### config.mk
export PLATFORM = sky130hd
export DESIGN_NAME = synth_divider_program_port
export DESIGN_NICKNAME = d
export VERILOG_FILES = /design/src/logic/synth_prog_pkg.sv /design/src/logic/pin_sync_if.sv /design/src/logic/pin_edge_sync.sv /design/src/logic/synth_divider_program_port.sv
export VERILOG_INCLUDE_DIRS = /design/src /design/src/logic
export SDC_FILE = /design/constraint.sdc
export NUM_CORES = 1
export LEC_CHECK = 0
export ABC_AREA = 1
export BUFFER_PORTS_ARGS = -buffer_cell sky130_fd_sc_hd__buf_2
export CORE_UTILIZATION = 45
export CTS_CLUSTER_SIZE = 10
export DETAILED_ROUTE_END_ITERATION = 8
export HOLD_SLACK_MARGIN = 0.08
export PLACE_DENSITY = 0.76
export SETUP_SLACK_MARGIN = 0.4
export SYNTH_ARGS = -nofsm -noshare
export SYNTH_HDL_FRONTEND = slang
export SYNTH_SLANG_ARGS = --single-unit
### constraint.sdc
create_clock -name core_clk_i -period 2.2 [get_ports core_clk_i]
set_clock_uncertainty 0.1 [all_clocks]
set_input_delay 0 -clock core_clk_i [delete_from_list [all_inputs] [get_ports core_clk_i]]
set_output_delay 0 -clock core_clk_i [all_outputs]
set_load 0.005 [all_outputs]
### src/logic/synth_prog_defs.svh
// constants for the synthesizer divider programming port
`ifndef SYNTH_PROG_DEFS_SVH
`define SYNTH_PROG_DEFS_SVH

// divider word widths and field positions
`define SDP_WORD_W       20
`define SDP_FEAT_W       8
`define SDP_PRE_EN_BIT   19
`define SDP_MAIN_HI      18
`define SDP_MAIN_LO      10
`define SDP_REF_HI       9
`define SDP_REF_LO       4
`define SDP_SWAL_HI      3
`define SDP_SWAL_LO      0
`define SDP_MAIN_W       9
`define SDP_REF_W        6
`define SDP_SWAL_W       4

// hardwired pin widths
`define SDP_DIR_MAIN_W   7
`define SDP_DIR_REF_W    4

// reset values
`define SDP_WORD_RST     20'h00000
`define SDP_FEAT_RST     8'h00

// positions in the synchronised pin vector
`define SDP_PIN_SCLK     0
`define SDP_PIN_SDATA    1
`define SDP_PIN_LOAD_N   2
`define SDP_PIN_FEAT_WR  3
`define SDP_PIN_HOP      4
`define SDP_PIN_M_LO     5
`define SDP_PIN_M_HI     6
`define SDP_PIN_SWAL     7
`define SDP_PIN_DIRECT   8
`define SDP_PIN_SERIAL   9
`define SDP_PIN_FSEL_S   10
`define SDP_PIN_FSEL_P   11
`define SDP_PIN_GATE_N   12
`define SDP_PIN_MON      13
`define SDP_PIN_PRE_EN   14
`define SDP_PIN_DATA_LO  15
`define SDP_PIN_DATA_HI  22
`define SDP_PIN_DSW_LO   23
`define SDP_PIN_DSW_HI   26
`define SDP_PIN_DREF_LO  27
`define SDP_PIN_DREF_HI  30
`define SDP_PIN_DMAIN_LO 31
`define SDP_PIN_DMAIN_HI 37
`define SDP_PIN_W        38

`endif

### src/logic/synth_prog_pkg.sv
// types for the synthesizer divider programming port
package synth_prog_pkg;
	typedef enum logic [1:0] {
		MODE_DIRECT,
		MODE_SERIAL,
		MODE_PARALLEL
	} prog_mode_t;

	function automatic prog_mode_t decode_mode(input logic direct_sel, input logic serial_sel);
		if (direct_sel) begin
			return MODE_DIRECT;
		end else if (serial_sel) begin
			return MODE_SERIAL;
		end
		return MODE_PARALLEL;
	endfunction : decode_mode
endpackage : synth_prog_pkg

### src/logic/pin_sync_if.sv
// carrier between the pin synchroniser and the programming logic
`timescale 1ns/1ps
`include "synth_prog_defs.svh"
interface pin_sync_if;
	logic [`SDP_PIN_W-1:0] raw;
	logic [`SDP_PIN_W-1:0] level;
	logic [`SDP_PIN_W-1:0] rise;

	modport sync_side (input raw, output level, output rise);
	modport user_side (output raw, input level, input rise);
endinterface : pin_sync_if

### src/logic/pin_edge_sync.sv
// two-stage synchroniser and rising-edge finder for the programming pins
`timescale 1ns/1ps
`include "synth_prog_defs.svh"
module pin_edge_sync (
	// clock and reset
	input  wire logic      core_clk_i,
	input  wire logic      rst_b_i,
	// pins in, clean levels and edges out
	pin_sync_if.sync_side  pins
);
	logic [`SDP_PIN_W-1:0] meta_r;
	logic [`SDP_PIN_W-1:0] meta_nxt;
	logic [`SDP_PIN_W-1:0] stable_r;
	logic [`SDP_PIN_W-1:0] stable_nxt;
	logic [`SDP_PIN_W-1:0] prev_r;
	logic [`SDP_PIN_W-1:0] prev_nxt;
	logic [1:0]            fill_r;
	logic [1:0]            fill_nxt;

	// the first stage feeds only the second stage
	always_comb begin
		meta_nxt   = pins.raw;
		stable_nxt = meta_r;
		prev_nxt   = stable_r;
		fill_nxt   = (fill_r == 2'h3) ? fill_r : fill_r + 2'h1;
	end

	always_ff @(posedge core_clk_i or negedge rst_b_i) begin
		if (!rst_b_i) begin
			meta_r   <= '0;
			stable_r <= '0;
			prev_r   <= '0;
			fill_r   <= 2'h0;
		end else begin
			meta_r   <= meta_nxt;
			stable_r <= stable_nxt;
			prev_r   <= prev_nxt;
			fill_r   <= fill_nxt;
		end
	end

	// no edges until all three stages hold real pin samples,
	// so a pin already high at reset release is not taken as a rise
	assign pins.level = stable_r;
	assign pins.rise  = (fill_r == 2'h3) ? (stable_r & ~prev_r) : '0;
endmodule : pin_edge_sync

### src/logic/synth_divider_program_port.sv
// divider and prescaler programming port of an integer-N synthesizer
//
// Overview of operation
// - Serial clock rise shifts data into primary word, or feature bits when write-select high.
// - Serial mode: counters use primary word when source select is 1, else secondary.
// - Parallel mode: counters use primary word when source select is 1, else secondary.
// - Prescaler enable bit low turns prescaler on; high bypasses it.
// - Parallel mode: feature strobe rise captures all eight bus bits.
// - Main-count high strobe rise loads bus bits 3..0 into ref 5..4, main 8..7.
// - Main-count low strobe rise loads bus bits into prescaler enable and main 6..0.
// - Swallow strobe rise loads bus bits into ref 3..0 and swallow 3..0.
// - Hop strobe rise in serial or parallel mode copies primary to secondary.
// - Direct select pin picks direct mode; otherwise serial pin picks serial or parallel.
// - Direct mode takes swallow, main and reference counts straight from pins.
// - Main divider chain output is shown on a monitor output.
// - Shifting only while load enable low; its rise copies primary to secondary.
// - Feature bits act only while their gate input is low.
`timescale 1ns/1ps
`include "synth_prog_defs.svh"
module synth_divider_program_port (
	// clock and reset
	input  wire logic                       core_clk_i,
	input  wire logic                       rst_b_i,
	// mode selection pins
	input  wire logic                       direct_sel_i,
	input  wire logic                       serial_sel_i,
	input  wire logic                       shift_mode_source_sel_i,
	input  wire logic                       bus_mode_source_sel_i,
	input  wire logic                       feature_bits_gate_n_i,
	// serial interface
	input  wire logic                       serial_clk_i,
	input  wire logic                       serial_data_i,
	input  wire logic                       serial_load_n_i,
	input  wire logic                       feature_write_i,
	// parallel interface
	input  wire logic [7:0]                 bus_data_i,
	input  wire logic                       main_count_low_strobe_i,
	input  wire logic                       main_count_high_strobe_i,
	input  wire logic                       swallow_strobe_i,
	input  wire logic                       hop_strobe_i,
	// hardwired interface
	input  wire logic [`SDP_DIR_REF_W-1:0]  direct_ref_i,
	input  wire logic [`SDP_DIR_MAIN_W-1:0] direct_main_i,
	input  wire logic [`SDP_SWAL_W-1:0]     direct_swallow_i,
	input  wire logic                       direct_prescaler_off_i,
	// divider chain monitor
	input  wire logic                       main_chain_i,
	output logic                            main_divider_monitor_o,
	// counter settings to the datapath
	output logic [`SDP_REF_W-1:0]           ref_count_o,
	output logic [`SDP_MAIN_W-1:0]          main_count_o,
	output logic [`SDP_SWAL_W-1:0]          swallow_count_o,
	output logic                            prescaler_on_o,
	output logic                            prescaler_bypass_o,
	output logic [`SDP_FEAT_W-1:0]          feature_bits_o
);
	pin_sync_if pins ();

	logic [`SDP_WORD_W-1:0] pending_divider_word_r;
	logic [`SDP_WORD_W-1:0] pending_divider_word_nxt;
	logic [`SDP_WORD_W-1:0] held_divider_word_r;
	logic [`SDP_WORD_W-1:0] held_divider_word_nxt;
	logic [`SDP_FEAT_W-1:0] feature_word_r;
	logic [`SDP_FEAT_W-1:0] feature_word_nxt;
	logic [`SDP_WORD_W-1:0] active_word_r;
	logic [`SDP_WORD_W-1:0] active_word_nxt;
	logic [`SDP_FEAT_W-1:0] feature_out_r;
	logic [`SDP_FEAT_W-1:0] feature_out_nxt;
	logic                   monitor_r;
	logic                   monitor_nxt;

	synth_prog_pkg::prog_mode_t mode;
	logic [7:0]                 bus;
	logic                       shift_go;

	// every pin passes two flip-flops before use
	assign pins.raw[`SDP_PIN_SCLK]    = serial_clk_i;
	assign pins.raw[`SDP_PIN_SDATA]   = serial_data_i;
	assign pins.raw[`SDP_PIN_LOAD_N]  = serial_load_n_i;
	assign pins.raw[`SDP_PIN_FEAT_WR] = feature_write_i;
	assign pins.raw[`SDP_PIN_HOP]     = hop_strobe_i;
	assign pins.raw[`SDP_PIN_M_LO]    = main_count_low_strobe_i;
	assign pins.raw[`SDP_PIN_M_HI]    = main_count_high_strobe_i;
	assign pins.raw[`SDP_PIN_SWAL]    = swallow_strobe_i;
	assign pins.raw[`SDP_PIN_DIRECT]  = direct_sel_i;
	assign pins.raw[`SDP_PIN_SERIAL]  = serial_sel_i;
	assign pins.raw[`SDP_PIN_FSEL_S]  = shift_mode_source_sel_i;
	assign pins.raw[`SDP_PIN_FSEL_P]  = bus_mode_source_sel_i;
	assign pins.raw[`SDP_PIN_GATE_N]  = feature_bits_gate_n_i;
	assign pins.raw[`SDP_PIN_MON]     = main_chain_i;
	assign pins.raw[`SDP_PIN_PRE_EN]  = direct_prescaler_off_i;
	assign pins.raw[`SDP_PIN_DATA_HI:`SDP_PIN_DATA_LO]   = bus_data_i;
	assign pins.raw[`SDP_PIN_DSW_HI:`SDP_PIN_DSW_LO]     = direct_swallow_i;
	assign pins.raw[`SDP_PIN_DREF_HI:`SDP_PIN_DREF_LO]   = direct_ref_i;
	assign pins.raw[`SDP_PIN_DMAIN_HI:`SDP_PIN_DMAIN_LO] = direct_main_i;

	pin_edge_sync u_sync (
		.core_clk_i (core_clk_i),
		.rst_b_i    (rst_b_i),
		.pins       (pins)
	);

	assign mode = synth_prog_pkg::decode_mode(pins.level[`SDP_PIN_DIRECT],
		pins.level[`SDP_PIN_SERIAL]);
	assign bus  = pins.level[`SDP_PIN_DATA_HI:`SDP_PIN_DATA_LO];
	// shifting only while load enable is low
	assign shift_go = (mode == synth_prog_pkg::MODE_SERIAL) && pins.rise[`SDP_PIN_SCLK]
		&& !pins.level[`SDP_PIN_LOAD_N];

	// primary, secondary and feature registers
	always_comb begin
		pending_divider_word_nxt = pending_divider_word_r;
		held_divider_word_nxt    = held_divider_word_r;
		feature_word_nxt         = feature_word_r;
		case (mode)
			synth_prog_pkg::MODE_SERIAL: begin
				if (shift_go) begin
					// first bit in ends up on top
					if (pins.level[`SDP_PIN_FEAT_WR]) begin
						feature_word_nxt = {feature_word_r[`SDP_FEAT_W-2:0],
							pins.level[`SDP_PIN_SDATA]};
					end else begin
						pending_divider_word_nxt = {pending_divider_word_r[`SDP_WORD_W-2:0],
							pins.level[`SDP_PIN_SDATA]};
					end
				end
				if (pins.rise[`SDP_PIN_HOP] || pins.rise[`SDP_PIN_LOAD_N]) begin
					held_divider_word_nxt = pending_divider_word_r;
				end
			end
			synth_prog_pkg::MODE_PARALLEL: begin
				if (pins.rise[`SDP_PIN_FEAT_WR]) begin
					feature_word_nxt = bus;
				end
				if (pins.rise[`SDP_PIN_M_HI]) begin
					pending_divider_word_nxt[`SDP_REF_LO+5:`SDP_REF_LO+4] = bus[3:2];
					pending_divider_word_nxt[`SDP_MAIN_LO+8:`SDP_MAIN_LO+7] = bus[1:0];
				end
				if (pins.rise[`SDP_PIN_M_LO]) begin
					pending_divider_word_nxt[`SDP_PRE_EN_BIT] = bus[7];
					pending_divider_word_nxt[`SDP_MAIN_LO+6:`SDP_MAIN_LO] = bus[6:0];
				end
				if (pins.rise[`SDP_PIN_SWAL]) begin
					pending_divider_word_nxt[`SDP_REF_LO+3:`SDP_REF_LO] = bus[7:4];
					pending_divider_word_nxt[`SDP_SWAL_HI:`SDP_SWAL_LO] = bus[3:0];
				end
				if (pins.rise[`SDP_PIN_HOP]) begin
					held_divider_word_nxt = pending_divider_word_r;
				end
			end
			default: begin
				// direct mode: all strobes ignored
				pending_divider_word_nxt = pending_divider_word_r;
			end
		endcase
	end

	always_ff @(posedge core_clk_i or negedge rst_b_i) begin
		if (!rst_b_i) begin
			pending_divider_word_r <= `SDP_WORD_RST;
			held_divider_word_r    <= `SDP_WORD_RST;
			feature_word_r         <= `SDP_FEAT_RST;
		end else begin
			pending_divider_word_r <= pending_divider_word_nxt;
			held_divider_word_r    <= held_divider_word_nxt;
			feature_word_r         <= feature_word_nxt;
		end
	end

	// settings presented to the counters
	always_comb begin
		active_word_nxt = held_divider_word_r;
		feature_out_nxt = `SDP_FEAT_RST;
		case (mode)
			synth_prog_pkg::MODE_SERIAL: begin
				active_word_nxt = pins.level[`SDP_PIN_FSEL_S] ? pending_divider_word_r
					: held_divider_word_r;
			end
			synth_prog_pkg::MODE_PARALLEL: begin
				active_word_nxt = pins.level[`SDP_PIN_FSEL_P] ? pending_divider_word_r
					: held_divider_word_r;
			end
			default: begin
				active_word_nxt = `SDP_WORD_RST;
				active_word_nxt[`SDP_PRE_EN_BIT] = pins.level[`SDP_PIN_PRE_EN];
				active_word_nxt[`SDP_MAIN_LO+`SDP_DIR_MAIN_W-1:`SDP_MAIN_LO] =
					pins.level[`SDP_PIN_DMAIN_HI:`SDP_PIN_DMAIN_LO];
				active_word_nxt[`SDP_REF_LO+`SDP_DIR_REF_W-1:`SDP_REF_LO] =
					pins.level[`SDP_PIN_DREF_HI:`SDP_PIN_DREF_LO];
				active_word_nxt[`SDP_SWAL_HI:`SDP_SWAL_LO] =
					pins.level[`SDP_PIN_DSW_HI:`SDP_PIN_DSW_LO];
			end
		endcase
		// feature bits only count outside direct mode with the gate low
		if (mode != synth_prog_pkg::MODE_DIRECT && !pins.level[`SDP_PIN_GATE_N]) begin
			feature_out_nxt = feature_word_r;
		end
		monitor_nxt = pins.level[`SDP_PIN_MON];
	end

	always_ff @(posedge core_clk_i or negedge rst_b_i) begin
		if (!rst_b_i) begin
			active_word_r <= `SDP_WORD_RST;
			feature_out_r <= `SDP_FEAT_RST;
			monitor_r     <= 1'b0;
		end else begin
			active_word_r <= active_word_nxt;
			feature_out_r <= feature_out_nxt;
			monitor_r     <= monitor_nxt;
		end
	end

	assign ref_count_o            = active_word_r[`SDP_REF_HI:`SDP_REF_LO];
	assign main_count_o           = active_word_r[`SDP_MAIN_HI:`SDP_MAIN_LO];
	assign swallow_count_o        = active_word_r[`SDP_SWAL_HI:`SDP_SWAL_LO];
	assign prescaler_on_o         = !active_word_r[`SDP_PRE_EN_BIT];
	assign prescaler_bypass_o     = active_word_r[`SDP_PRE_EN_BIT];
	assign feature_bits_o         = feature_out_r;
	assign main_divider_monitor_o = monitor_r;
endmodule : synth_divider_program_port

## Yosys cells after proc, flatten, opt, wreduce, memory -nomap -nowiden

Index checks and enable logic that the tools add are counted.
Widths: inputs -> output; s select.

| word-level totals | value |
|---|---|
| register bits | 163 |
| bits of input ports | 40 |
| output and inout bits | 30 |
| logic and storage cells | 66 |

| cells by class | value |
|---|---|
| add/subtract/negate cells | 1 |
| eq/ne operators | 12 |
| multiplexer cells | 25 |
| bitwise operators | 2 |
| reduce and logical (&&, ||, !) cells | 14 |

Operators with widths:

| operator | number |
|---|---|
| $mux 20 | 6 |
| $pmux 20 s2 | 3 |
| $mux 8 | 6 |
| $pmux 8 s2 | 1 |
| $reduce_and 4->1 | 4 |
| $ne 2x2->1 const B | 7 |
| $mux 2 | 5 |
| $and 8x8->8 | 1 |
| $not 8->8 | 1 |
| $mux 7 | 1 |
| $eq 2x2->1 const B | 2 |
| $ne 2x1->1 const B | 2 |
| $reduce_bool 2->1 | 2 |
| $logic_and 1x1->1 | 3 |
| $logic_not 1->1 | 3 |
| $mux 1 | 3 |
| $reduce_and 3->1 | 1 |
| $add 2x1->2 const B | 1 |
| $eq 2x1->1 const B | 1 |
| $logic_or 1x1->1 | 1 |

## Logic depth before layout (Yosys ltp)

| depth | value |
|---|---|
| depth after elaboration | 8 |
| depth in mapped cells | 8 |
| depth with buffers taken out | 8 |

## Modules after synthesis

A second synthesis with hierarchy kept.

| unflattened totals | value |
|---|---|
| cells, all modules | 677 |
| area total of the unflattened synthesis | 7061.8 µm² |

By module, submodules not included:

| module | times used | cells each | area an instance (µm²) | sequential area each (µm²) |
|---|---|---|---|---|
| synth_divider_program_port | 1 | 471 | 3729.8 | 1926.8 |
| pin_edge_sync | 1 | 206 | 3331.9 | 2902.8 |

## Least setup slack after synthesis

Ideal clock, no wire load.

| timing | value |
|---|---|
| kind | flip-flop to flip-flop |
| start | reg u_sync.fill_r[0] |
| end | reg pending_divider_word_r[11] |
| setup time | 0.118 ns |
| data arrival time | 1.226 ns |
| required time | 1.982 ns |
| setup slack | 0.757 ns |
| cell stages (with the launch flop) | 9 |
| period minus slack after synthesis | 1.443 ns |
| cells stage by stage | dfrtp_1 ha_1 nand2_1 inv_1 nand3_1 nand2_1 nand2_4 nand2_1 nand2_1 |

| between the ends | value |
|---|---|
| word-level cells in the longest chain between the ends | 6 |
| elaborated cells on any way between the ends | 7 |

RTL lines:

| element | RTL line | text |
|---|---|---|
| from (decl) | pin_edge_sync.sv:17 | `logic [1:0] fill_r;` |
| from (signal assigned) | pin_edge_sync.sv:38 | `fill_r <= fill_nxt;` |
| $eq 2x2->1 * | pin_edge_sync.sv:45 | `assign pins.rise = (fill_r == 2'h3) ? (stable_r & ~prev_r) : '0;` |
| $mux 8 * | pin_edge_sync.sv:45 |  |
| $logic_and 1x1->1 (2 in a row) | synth_divider_program_port.sv:107 | `` assign shift_go = (mode == synth_prog_pkg::MODE_SERIAL) && pins.rise[`SDP_PIN_SCLK] `` |
| $ne 2x2->1 (no source line) | - |  |
| $reduce_and 4->1 (no source line) * | - |  |
| to (signal assigned) | synth_divider_program_port.sv:160 | `` pending_divider_word_r <= `SDP_WORD_RST; `` |
| to (signal assigned) | synth_divider_program_port.sv:164 | `pending_divider_word_r <= pending_divider_word_nxt;` |
| to (decl) | synth_divider_program_port.sv:59 | `` logic [`SDP_WORD_W-1:0] pending_divider_word_r; `` |

Every way passes the cells marked *; elsewhere a longest branch is shown, timed or not.
A chain may end at the register's enable or synchronous reset.

## Worst setup path in the final report

| timing | value |
|---|---|
| start | reg u_sync.stable_r[8], in the netlist u_sync.pins.level[8] |
| end | reg pending_divider_word_r[5] |

| between the ends | value |
|---|---|
| word-level cells in the longest chain between the ends | 7 |
| elaborated cells on any way between the ends | 13 |

RTL lines:

| element | RTL line | text |
|---|---|---|
| from (decl) | pin_edge_sync.sv:13 | `` logic [`SDP_PIN_W-1:0] stable_r; `` |
| from (signal assigned) | pin_edge_sync.sv:36 | `stable_r <= stable_nxt;` |
| $mux 2 or $mux 1 (tied branches) | synth_prog_pkg.sv:10 | `if (direct_sel) begin` |
| $mux 2 * | synth_prog_pkg.sv:15 | `return MODE_PARALLEL;` |
| $eq 2x1->1 | synth_divider_program_port.sv:107, synth_divider_program_port.sv:115 |  |
| $logic_and 1x1->1 (2 in a row) | synth_divider_program_port.sv:107 |  |
| $ne 2x2->1 (no source line) | - |  |
| $reduce_and 4->1 (no source line) | - |  |

Marks and branches as above.

==> out/results.tsv <==
metric	value	unit
gp_congestion	0.887	
power_frac_comb	11.3	%
row_count	41	
p_per_area	964	nW/um^2
die_y	117	um
drtAntennaViolNets	0	
grt_pass1_wl	19900	um
vias_per_cell	4.85	
fp.dieW	117	um
synthCells	576	
grt_pass1_vias	4150	
ys_seq_area_share	68.5	%
fmax	572	MHz
layout_commonest_cell	nand2_1	
r2r_slack	0.45	ns
drt-initial-drc-count	447	
boundaryPins	70	
cts_tree	built	
drc	0	
fin_area	7560	um^2
hp-class	input port to flip-flop	
fin_tns_setup	0	ns
switching_share	25.8	%
clk_latency	0.42	ns
ys_ff_latch	162	
cp-end-kind	flip-flop	
grt_max_degree	73	
setup_viol	0	
seq_area	4050	um^2
grt-ovfl-total	0	
drive_above_1_share	19.3	%
p_switching	1880	uW
core	12700	um^2
post-place-ws	0.337	ns
synth_fp_nets	618	
grt_use_total	19.7	%
crit_path_start	u_sync.pins.level[8]$_DFF_PN0_	
layout_common_cells	nand2_1 (169), dfrtp_1 (162), buf_2 (68), nand3_1 (67), dlygate4sd3_1 (40)	
cap_violations	0	
ir_worst_vdd	568	uV
path_class	flip-flop to flip-flop	
initial_core_util	46.5	%
hold_viol	0	
yosysWarningCount	0	
cts_buffers	17	
critPathRequiredTime	2.46	ns
clock_power_share	39.5	%
timing.rr.end	pending_divider_word_r[5]$_DFFE_PN0P_	
dpl.hpwl	7860	um
crit_arrival	2.00	ns
netlist_area	5910	um^2
finalCritPeriodShare	79.5	%
timing.rr.start	u_sync.pins.level[8]$_DFF_PN0_	
root_buffer	clkbuf_16	
h-tree-depth	4	
seq_power_share	49.2	%
routed_wirelength	12000	um
post-synth-top-area-cell	dfrtp_1	
max_slew_margin	58.0	%
crit_path_end	pending_divider_word_r[5]$_DFFE_PN0P_	
status	complete, no violations	
r2r_cells	7	
clockBufferDepth	2	
fp.dieArea	13600	um^2
synth_cell_type_count	25	
timing.final.crit_period	1.75	ns
crit_path_start_kind	flip-flop	
n_fill_cell	1071	
clock_sinks	162	
multi_input_area	1630	um^2
power_leakage	0.00384	uW
worst_slew_pin_slew	0.630	ns
rsz0062_at_grt	true	
nets	744	
syn_to_final_growth	27.8	%
antenna_found_initial	0	
drt_first_pass_iters	4	
portBuffers	69	
clkTransAtPathRegs	0.06	ns
antenna_cells	0	
synth_top_area_share	68.5	%
ys_top_cells_by_area	dfrtp_1 (69%), nand2_1 (11%), nand3_1 (5.8%), o21ai_0 (2.7%), inv_1 (2.5%)	
intPower	5410	uW
slew_viol_final	0	
postPlaceCellArea	6490	um^2
vias	4296	
fin_ws	0.451	ns
avgSynthCellArea	10.3	um^2
wl_per_cell	13.5	um
min_path_cells	2	
cp_max_fo	21	
cell usage after synthesis:
master	n
buf_2	7
clkbuf_1	8
a22oi_1	2
o211ai_1	5
nor2_1	26
nand4_1	2
nand2_4	1
nor2_2	1
nand2_1	172
o21ai_1	1
inv_1	39
mux2_2	1
o21ai_0	32
xnor2_1	1
nand2_2	4
inv_2	4
a21oi_4	1
buf_4	5
o21ai_4	1
ha_1	2
or2_2	1
nand3_1	68
dfrtp_1	162
nor2_4	1
a21oi_1	29
final cells by class:
cell class | instances | share of cell area [%]
Clock buffer | 20 | 6.04
Clock inverter | 11 | 1.72
Inverter | 43 | 2.14
Multi-Input combinational cell | 351 | 21.5
Sequential cell | 162 | 53.6
Tap cell | 172 | 2.85
Timing Repair Buffer | 127 | 12.1
metal layers:
| metal | up-vias | GRT usage (%) | share of wire, % |
|---|---|---|---|
| met5 | - | 0 | 0 |
| met4 | 0 | 9.20 | 2.2 |
| met3 | 23 | 5.86 | 4.6 |
| met2 | 127 | 31.6 | 50 |
| met1 | 2061 | 24.5 | 43 |
| li1 | 2085 | - | - |
critical path, cell delays in order, from the launching register on:
cell,delay (ns)
dfrtp_1,0.40
buf_4,0.23
nor2_2,0.24
nand3_2,0.15
nand2_4,0.16
buf_4,0.19
nand3_1,0.12
nand2_1,0.10
power groups by stage:
stage                     Combinational, uW  Clock (uW)  Sequential, uW
after floorplan                         468           0            3560
after global placement                  722           0            3620
after detailed placement                751           0            3630
after CTS                               819        2930            3580
after global routing                    953        3050            3620
final                                   825        2880            3590
cells by family after synthesis:
group,after synthesis,synth area share (%)
AOI/OAI and AO/OA,71,6.69
xor gates and xnor gates,1,0.148
adders and majority gates,2,0.423
buffers and inverters,63,4.46
DFF,162,68.5
muxes,1,0.190
and+or+nand+nor,276,19.5
through the flow:
step,utilization (%),cells,hold slack [ns],power [uW]
2_1_floorplan,-,576,-0.396,4030
3_3_place_gp,51.0,808,-0.0617,4340
3_5_place_dp,51.0,808,-0.0507,4380
4_1_cts,59.0,882,0.0953,7330
5_1_grt,59.4,886,0.0971,7630
6_report,59.4,886,0.114,7290
worst min path at each step:
stage | from | to | slack [ns]
global placement | rst_b_i | u_sync.meta_r[36]$_DFF_PN0_ | -0.06
CTS | feature_write_i | u_sync.meta_r[3]$_DFF_PN0_ | 0.1
detailed placement | rst_b_i | u_sync.meta_r[36]$_DFF_PN0_ | -0.05
floorplan | rst_b_i | active_word_r[0]$_DFF_PN0_ | -0.40
finish | feature_write_i | u_sync.meta_r[3]$_DFF_PN0_ | 0.11
global route | bus_mode_source_sel_i | u_sync.meta_r[11]$_DFF_PN0_ | 0.1
repair_timing:
item,in CTS,in global routing
hold endpoints to repair,200,0
endpoints found under the setup margin,30,43
hold buffers,40,0
setup buffers,3,4
pin swaps,1,2
gates resized for setup,2,7
registers in the layout, summed over array words and instances (netlist names):
name / flops
u_sync.pins.level: 38
pending_divider_word_r: 20
active_word_r: 20
u_sync.meta_r: 38
main_divider_monitor_o: 1
held_divider_word_r: 20
feature_word_r: 8
u_sync.fill_r: 2
feature_bits_o: 8
u_sync.prev_r: 7
No activity file was read; power rests on OpenSTA's default activity.
